### src/hw/cfg_ids_pkg.sv
// Package: offsets, field positions and constant values of the status and class-code block
package cfg_ids_pkg;
   // ------------------------------------------------------------
   // Configuration offsets (byte addresses)
   // ------------------------------------------------------------
   localparam logic [7:0] BUS_EVENT_STATUS_OFS     = 8'h06; // 16-bit status
   localparam logic [7:0] DESIGN_REVISION_CODE_OFS = 8'h08; // 8-bit revision
   localparam logic [7:0] FUNCTION_CLASS_CODE_OFS  = 8'h09; // 24-bit class code
   localparam logic [7:0] CAPABILITY_POINTER_OFS   = 8'h34; // Where the list pointer lives
   localparam int         DWORD_LSB                = 2;     // Dword index starts here

   // ------------------------------------------------------------
   // Status field positions
   // ------------------------------------------------------------
   localparam int TIMING_LSB      = 9;  // Target-select timing, bits 10:9
   localparam int PARITY_FLAG_POS = 8;  // Master parity error flag
   localparam int B2B_POS         = 7;  // Back-to-back capable
   localparam int FAST_CLK_POS    = 5;  // Fast clock capable
   localparam int CAP_LIST_POS    = 4;  // Capabilities list flag
   localparam int STATUS_HALF_LSB = 16; // Status is the upper half of its dword

   // ------------------------------------------------------------
   // Target-select timing codes
   // ------------------------------------------------------------
   localparam logic [1:0] TIMING_FAST     = 2'h0;
   localparam logic [1:0] TIMING_MEDIUM   = 2'h1;
   localparam logic [1:0] TIMING_SLOW     = 2'h2;
   localparam logic [1:0] TIMING_RESERVED = 2'h3;

   // ------------------------------------------------------------
   // Fixed capability values of this function
   // ------------------------------------------------------------
   localparam logic [1:0] TIMING_VALUE   = TIMING_MEDIUM; // Slowest decode we use
   localparam logic       B2B_VALUE      = 1'b0;          // No fast back-to-back
   localparam logic       FAST_CLK_VALUE = 1'b0;          // 33 MHz only
   localparam logic       CAP_LIST_VALUE = 1'b1;          // Pointer list present
   localparam logic       FLAG_RESET     = 1'b0;          // Parity flag after reset

   // ------------------------------------------------------------
   // Class code bytes
   // ------------------------------------------------------------
   localparam logic [7:0] BASE_CLASS_VALUE = 8'h0C; // Serial bus controller
   localparam logic [7:0] SUB_CLASS_VALUE  = 8'h03; // USB host controller
   localparam logic [7:0] PROG_IF_FULL     = 8'h10; // Full-speed open host
   localparam logic [7:0] PROG_IF_HIGH     = 8'h20; // Enhanced high-speed host
   localparam logic [7:0] REVISION_DEFAULT = 8'hA5; // Arbitrary neutral value

   localparam logic [31:0] RDATA_RESET = 32'h0000_0000;
endpackage

### src/hw/cfg_status_ids.sv
// Read-only status, revision and class-code slice of a host function's configuration header
`timescale 1ns/1ps
`default_nettype none
// Functional notes
// - Timing field reports slowest decode; 11 reserved
// - Timing codes 00 fast, 01 medium
// - Parity flag needs PERR, mastership, parity enable
// - Back-to-back bit one only if supported
// - Clock bit: zero 33 MHz, one 66
// - Capability flag marks list pointer at 34h
// - Whole status register read-only to software
// - Eight-bit fixed revision code at 08h
// - 24-bit class code at 09h, three bytes
// - Base class byte reads 0Ch
// - Sub-class byte reads 03h
// - Programming interface 10h full, 20h high
module cfg_status_ids #(
   parameter logic       HIGH_SPEED_FUNC = 1'b0,                          // 1 = enhanced function
   parameter logic [7:0] REVISION_CODE   = cfg_ids_pkg::REVISION_DEFAULT  // Arbitrary value
) (
   input  wire logic        clock_i,                    // 200 MHz clock
   input  wire logic        rst_i,                      // Sync reset, active high
   input  wire logic        cfg_rd_i,                   // Configuration read strobe
   input  wire logic        cfg_wr_i,                   // Configuration write strobe
   input  wire logic [7:0]  cfg_addr_i,                 // Byte address, dword used
   input  wire logic [31:0] cfg_wdata_i,                // Write data, ignored here
   input  wire logic        parity_response_enable_i,   // Command register bit 6
   input  wire logic        bus_master_active_i,        // We own the current transfer
   input  wire logic        perr_driven_read_i,         // We drove PERR# on a read
   input  wire logic        perr_seen_write_i,          // PERR# seen on our write
   input  wire logic        parity_flag_clear_i,        // Clear pulse for the parity flag
   output logic [31:0]      cfg_rdata_o,                // Read data
   output logic             cfg_ack_o,                  // Access done, one cycle
   output logic             master_parity_error_flag_o  // Current parity flag
);
   import cfg_ids_pkg::*;

   // ------------------------------------------------------------
   // Declarations
   // ------------------------------------------------------------
   logic        parity_flag_reg;   // Sticky master parity error
   logic        parity_flag_set;   // Qualified parity event
   logic [15:0] status_word;       // Assembled status
   logic [23:0] class_word;        // Assembled class code
   logic [7:0]  prog_if;           // Per-function interface byte
   logic [5:0]  dword_idx;         // Decoded dword
   logic [31:0] rdata_next;        // Read mux output
   logic        unused_wdata;      // Write data is deliberately dropped

   assign unused_wdata = ^cfg_wdata_i;
   assign dword_idx    = cfg_addr_i[7:DWORD_LSB];

   // ------------------------------------------------------------
   // Master parity error flag
   // ------------------------------------------------------------
   // All three conditions must hold at once
   assign parity_flag_set = (perr_driven_read_i | perr_seen_write_i)
                            & bus_master_active_i & parity_response_enable_i;

   // Set wins over clear so an event in the clear cycle survives
   always_ff @(posedge clock_i) begin
      if (rst_i) begin
         parity_flag_reg <= FLAG_RESET;
      end else if (parity_flag_set) begin
         parity_flag_reg <= 1'b1;
      end else if (parity_flag_clear_i) begin
         parity_flag_reg <= 1'b0;
      end
   end

   // ------------------------------------------------------------
   // Constant fields
   // ------------------------------------------------------------
   // Software writes never reach any of these; strobes only ack
   always_comb begin
      status_word                          = 16'h0000;
      status_word[TIMING_LSB+1:TIMING_LSB] = TIMING_VALUE;
      status_word[PARITY_FLAG_POS]         = parity_flag_reg;
      status_word[B2B_POS]                 = B2B_VALUE;
      status_word[FAST_CLK_POS]            = FAST_CLK_VALUE;
      status_word[CAP_LIST_POS]            = CAP_LIST_VALUE;
   end

   assign prog_if    = HIGH_SPEED_FUNC ? PROG_IF_HIGH : PROG_IF_FULL;
   assign class_word = {BASE_CLASS_VALUE, SUB_CLASS_VALUE, prog_if};

   // ------------------------------------------------------------
   // Read mux
   // ------------------------------------------------------------
   // Unmapped dwords and the command half read zero; owned elsewhere
   always_comb begin
      rdata_next = 32'h0000_0000;
      if (dword_idx == BUS_EVENT_STATUS_OFS[7:DWORD_LSB]) begin
         rdata_next = {status_word, 16'h0000};
      end else if (dword_idx == DESIGN_REVISION_CODE_OFS[7:DWORD_LSB]) begin
         rdata_next = {class_word, REVISION_CODE};
      end
   end

   // ------------------------------------------------------------
   // Bus answer
   // ------------------------------------------------------------
   // Reads load data; writes only acknowledge and change nothing
   always_ff @(posedge clock_i) begin
      if (rst_i) begin
         cfg_rdata_o <= RDATA_RESET;
         cfg_ack_o   <= 1'b0;
      end else begin
         cfg_ack_o <= cfg_rd_i | cfg_wr_i;
         if (cfg_rd_i) begin
            cfg_rdata_o <= rdata_next;
         end
      end
   end

   // Flag mirror, registered so the output is a flop
   always_ff @(posedge clock_i) begin
      if (rst_i) begin
         master_parity_error_flag_o <= FLAG_RESET;
      end else begin
         // Or-ing in the event lets the pin rise with the status bit; on a clear it falls one cycle later
         master_parity_error_flag_o <= parity_flag_reg | parity_flag_set;
      end
   end

   // ------------------------------------------------------------
   // Assertions
   // ------------------------------------------------------------
   property p_timing;
      @(posedge clock_i) disable iff (rst_i)
      cfg_rd_i && dword_idx == 6'h01 |=> cfg_rdata_o[26:25] == 2'h1;
   endproperty
   a_timing: assert property (p_timing) else $error("timing field wrong");

   property p_timing_legal;
      @(posedge clock_i) disable iff (rst_i)
      cfg_rd_i && dword_idx == 6'h01 |=> cfg_rdata_o[26:25] != 2'h3;
   endproperty
   a_timing_legal: assert property (p_timing_legal) else $error("reserved timing");

   property p_flag_set;
      @(posedge clock_i) disable iff (rst_i)
      (perr_driven_read_i || perr_seen_write_i) && bus_master_active_i
      && parity_response_enable_i |=> parity_flag_reg ##1 master_parity_error_flag_o;
   endproperty
   a_flag_set: assert property (p_flag_set) else $error("parity flag not set");

   property p_flag_hold;
      @(posedge clock_i) disable iff (rst_i)
      !parity_flag_reg && !(bus_master_active_i && parity_response_enable_i)
      |=> !parity_flag_reg;
   endproperty
   a_flag_hold: assert property (p_flag_hold) else $error("parity flag set wrongly");

   property p_caps;
      @(posedge clock_i) disable iff (rst_i)
      cfg_rd_i && dword_idx == 6'h01 |=>
      !cfg_rdata_o[23] && !cfg_rdata_o[21] && cfg_rdata_o[20];
   endproperty
   a_caps: assert property (p_caps) else $error("capability bits wrong");

   property p_reserved;
      @(posedge clock_i) disable iff (rst_i)
      cfg_rd_i && dword_idx == 6'h01 |=>
      cfg_rdata_o[22] == 1'b0 && cfg_rdata_o[19:16] == 4'h0 && cfg_rdata_o[15:0] == 16'h0000;
   endproperty
   a_reserved: assert property (p_reserved) else $error("reserved bits set");

   property p_class;
      @(posedge clock_i) disable iff (rst_i)
      cfg_rd_i && dword_idx == 6'h02 |=>
      cfg_rdata_o == {8'h0C, 8'h03, (HIGH_SPEED_FUNC ? 8'h20 : 8'h10), REVISION_CODE};
   endproperty
   a_class: assert property (p_class) else $error("class or revision wrong");

   property p_write_quiet;
      @(posedge clock_i) disable iff (rst_i)
      cfg_wr_i && !cfg_rd_i |=> cfg_ack_o && $stable(cfg_rdata_o);
   endproperty
   a_write_quiet: assert property (p_write_quiet) else $error("write changed data");

   property p_write_no_flag;
      @(posedge clock_i) disable iff (rst_i)
      cfg_wr_i && !parity_flag_set && !parity_flag_clear_i
      |=> parity_flag_reg == $past(parity_flag_reg);
   endproperty
   a_write_no_flag: assert property (p_write_no_flag) else $error("write moved flag");

   // Every strobe is answered exactly one cycle later
   property p_ack_follows;
      @(posedge clock_i) disable iff (rst_i)
      cfg_rd_i || cfg_wr_i |=> cfg_ack_o;
   endproperty
   a_ack_follows: assert property (p_ack_follows) else $error("ack missing");

   // Without a strobe there is no answer, so ack stands one cycle only
   property p_ack_single;
      @(posedge clock_i) disable iff (rst_i)
      !cfg_rd_i && !cfg_wr_i |=> !cfg_ack_o;
   endproperty
   a_ack_single: assert property (p_ack_single) else $error("ack without strobe");

   // A clear with no event in the same cycle drops the flag
   property p_flag_clear;
      @(posedge clock_i) disable iff (rst_i)
      !parity_flag_set && parity_flag_clear_i |=> !parity_flag_reg;
   endproperty
   a_flag_clear: assert property (p_flag_clear) else $error("parity flag not cleared");

   // Reset returns the answer and the flag to rest in one edge
   property p_reset_values;
      @(posedge clock_i)
      rst_i |=> !cfg_ack_o && cfg_rdata_o == RDATA_RESET
      && master_parity_error_flag_o == FLAG_RESET;
   endproperty
   a_reset_values: assert property (p_reset_values) else $error("reset values wrong");

   c_status_read: cover property (@(posedge clock_i) cfg_rd_i && dword_idx == 6'h01);
   c_class_read:  cover property (@(posedge clock_i) cfg_rd_i && dword_idx == 6'h02);
   c_flag_set:    cover property (@(posedge clock_i) parity_flag_set ##1 parity_flag_reg);
   c_set_clear:   cover property (@(posedge clock_i) parity_flag_set && parity_flag_clear_i);
   c_write:       cover property (@(posedge clock_i) cfg_wr_i ##1 cfg_ack_o);
endmodule
`default_nettype wire

### config.mk
export PLATFORM = sky130hd
export DESIGN_NAME = cfg_status_ids
export DESIGN_NICKNAME = d
export VERILOG_FILES = /design/src/hw/cfg_ids_pkg.sv /design/src/hw/cfg_status_ids.sv
export SDC_FILE = /design/constraint.sdc
export NUM_CORES = 1
export LEC_CHECK = 0
export ABC_AREA = 0
export BUFFER_PORTS_ARGS = -buffer_cell sky130_fd_sc_hd__buf_2
export CAP_MARGIN = 0
export CORE_MARGIN = 5
export CORE_UTILIZATION = 24
export CTS_BUF_LIST = sky130_fd_sc_hd__clkbuf_2
export CTS_CLUSTER_SIZE = 14
export DETAILED_ROUTE_END_ITERATION = 16
export GPL_TIMING_DRIVEN = 0
export HOLD_SLACK_MARGIN = 0.03
export PLACE_DENSITY = 0.78
export SYNTH_ARGS = -nofsm -noshare
export SYNTH_HDL_FRONTEND = slang
export SYNTH_SLANG_ARGS = --single-unit
### constraint.sdc
create_clock -name clock_i -period 0.9 [get_ports clock_i]
set_input_delay 0.045 -clock clock_i [delete_from_list [all_inputs] [get_ports clock_i]]
set_output_delay 0.045 -clock clock_i [all_outputs]
set_load 0.005 [all_outputs]
==> flow_summary_export.csv <==
group,metric,value,unit
power,pwr-share-seq,45.3,%
yosys,synth_cells,53,
yosys,synth_top_area_cell,"buf_4",
setup_path,worstPathMaxFanout,10,
cts,clk_path_buf_depth,2,
route,vias,421,
yosys,synth_top_area_share,47.9,%
cts,clock_latency,0.21,ns
setup_path,path_class,"flip-flop to output pin",
global_route,antenna_found_initial,0,
worst_hold_path,hold_end,"cfg_ack_o",
yosys,ys_seq_elements,6,
timing,min_period,0.868,ns
setup_path,arrival,0.82,ns
timing,maxSlewViolCount,0,
power,p_per_area,842,mW/mm^2
cts,cts_sinks,6,
worst_hold_path,hp-start,"cfg_wr_i",
cts,cts_buffers,3,
setup_path,r2r_cells,2,
cts,cts_tree,"done",
route,wl_per_cell,7.99,um
setup_path,worstReg2RegEnd,"cfg_rdata_o[24]",
setup_path,critPathCaptureType,"output pin",
setup_path,worstPathRequired,0.85,ns
floorplan,die_y,53.5,um
route,dr.pass1.iters,1,
cts,cts_setup_buffers,0,
global_route,grt_start_max_net_pins,11,
yosys,synth_edf_count,0,
power,switching_power,150,uW
timing,rsz0062_at_grt,"true",
layout,fill_cells,211,
floorplan,pin_count,83,
route,vias_per_cell,3.29,
setup_path,critPathLaunchType,"flip-flop",
floorplan,dieArea,0.00286,sq mm
cts,cts_root_buf,"clkbuf_2",
layout,layoutNonFillerInstCount,128,
yosys,synth_cell_type_count,12,
layout,seq_area,124,sq um
route,drc_errors,0,
global_route,grt_pass1_vias,383,
timing,fmax,1150,MHz
timing,setup_viol,0,
layout,fin_nets,154,
global_route,grt_overflow,0,
power,swShare,24.8,%
floorplan,initial_utilization,25.7,%
worst_hold_path,min_path_type,"input port to flip-flop",
route,antenna_left,0,
layout,largest_reg_flops,3,
floorplan,core_region_area,0.00176,sq mm
cts,holdBufCountCts,0,
power,power,605,uW
cts,cts.htree.levels,1,
yosys,yosysMostFrequentCell,"buf_4",
setup_path,r2r_slack,0.05,ns
yosys,synth_flop_cell,"dfxtp_1",
power,pwr-share-comb,25.1,%
layout,diodes,0,
yosys,yosys-top-cells-count,"buf_4 (29), dfxtp_1 (6), a21oi_1 (4)",
timing,fin_skew,0.0000154,ns
timing,fin_crit_sh,96.4,%
placed_design,dp_cells,125,
power,p_leak,0.445,nW
job,max_cap_violations,0,
setup_path,rr_startpoint,"cfg_rdata_o[24]",
worst_hold_path,whs_path_depth,3,
layout,drive_gt1_share,62.1,%
route,drtIter0Drc,0,
yosys,yosysWarnings,0,
floorplan,fp.dieW,53.5,um
cts,clk_pin_slew_worst_paths,0.05,ns
setup_path,worstSetupStartpoint,"cfg_rdata_o[26]",
layout,top_register,"cfg_rdata_o",
layout,multi_input_area,186,sq um
placed_design,hpwl,919,um
power,clockPowerShare,29.6,%
global_route,grtUsageTotal,7.35,%
yosys,async_flop_share,0,%
yosys,seq_area_frac_synth,26.4,%
yosys,synthTopCellsByArea,"buf_4 (48%), dfxtp_1 (26%), a21oi_1 (4.4%), nand2b_1 (4.1%), nand4b_1 (3.9%)",
timing,final-hold-violation-count,0,
outcome,status,"complete, no violations",
global_route,grt_pass1_wl,1.47,mm
floorplan,rows,15,
route,routed_wl,1.02,mm
yosys,syn_area_per_cell,8.57,sq um
placed_design,portBuffers,28,
power,ir_drop,0.482,mV
yosys,synth_area,454,sq um
layout,areaGrowthSynthToFinish,58.1,%
power,p_int,454,uW
placed_design,gp_congestion,0.598,
how the worst max path moves through the flow:
stage / end
global route: cfg_rdata_o[16]
CTS: cfg_rdata_o[16]
floorplan: cfg_rdata_o[24]
global placement: cfg_rdata_o[24]
finish: cfg_rdata_o[16]
detailed placement: cfg_rdata_o[24]
placed cells by master (no fill, tap or decap), drive strengths merged:
cell type	instances
buf	57
conb	20
dfxtp	6
a21oi	4
nor2	3
nand2b	3
clkbuf	3
nand4b	2
nor3b	1
inv	1
or3b	1
o31ai	1
o211ai	1
metrics by stage:
step | util, % | setup TNS, ns | instance area, sq um | setup slack (ns) | hold WS [ns]
floorplan | - | 0 | 528 | 0.0781 | 0.114
global placement | 39.6 | 0 | 699 | 0.0947 | 0.256
detailed placement | 39.6 | 0 | 699 | 0.0679 | 0.265
CTS | 40.7 | 0 | 718 | 0.0159 | 0.0385
global route | 40.7 | -0.170 | 718 | -0.0267 | 0.0572
finish | 40.7 | 0 | 718 | 0.0320 | 0.0425
kinds of logic (layout without fill, tap and decap cells):
logic type	count (synthesis)	in the layout	synth area share, %
buffers and inverters	30	61	48.8
AOI/OAI and AO/OA	6	6	8.82
and+or+nand+nor	10	10	15.2
other	1	20	0.826
DFF	6	6	26.4
power by group through the flow:
stage | Combinational (mW) | Clock, mW | Sequential [mW]
after floorplan | 0.100 | 0 | 0.283
after global placement | 0.146 | 0 | 0.282
after detailed placement | 0.148 | 0 | 0.283
after CTS | 0.148 | 0.190 | 0.274
after global routing | 0.172 | 0.214 | 0.274
final | 0.152 | 0.179 | 0.274
critical path, cell delays in order (launching register included):
cell and delay, ns:
dfxtp_4 0.37, buf_4 0.13, buf_2 0.12
metal layers:
metal  global-route usage (%)  vias to the layer above  share of wire, %
li1                         -                      224                 -
met1                     7.01                      165                34
met2                     12.4                       32                48
met3                     5.92                        0                18
met4                     1.28                        0                 0
met5                        0                        -                 0
repair_timing:
action,CTS,global route
endpoints found under the setup margin,9,8
resized for setup,2,0
endpoints found under the hold margin,0,0
area by class of cell:
type	instances	area share (%)
buffer	29	30.3
inverter	1	0.523
tap	25	4.36
sequential	6	17.2
timing repair buffer	28	19.5
multi-input combinational	36	26.0
clock buffer	3	2.09
Note: power is estimated with default switching activity, not from simulation.
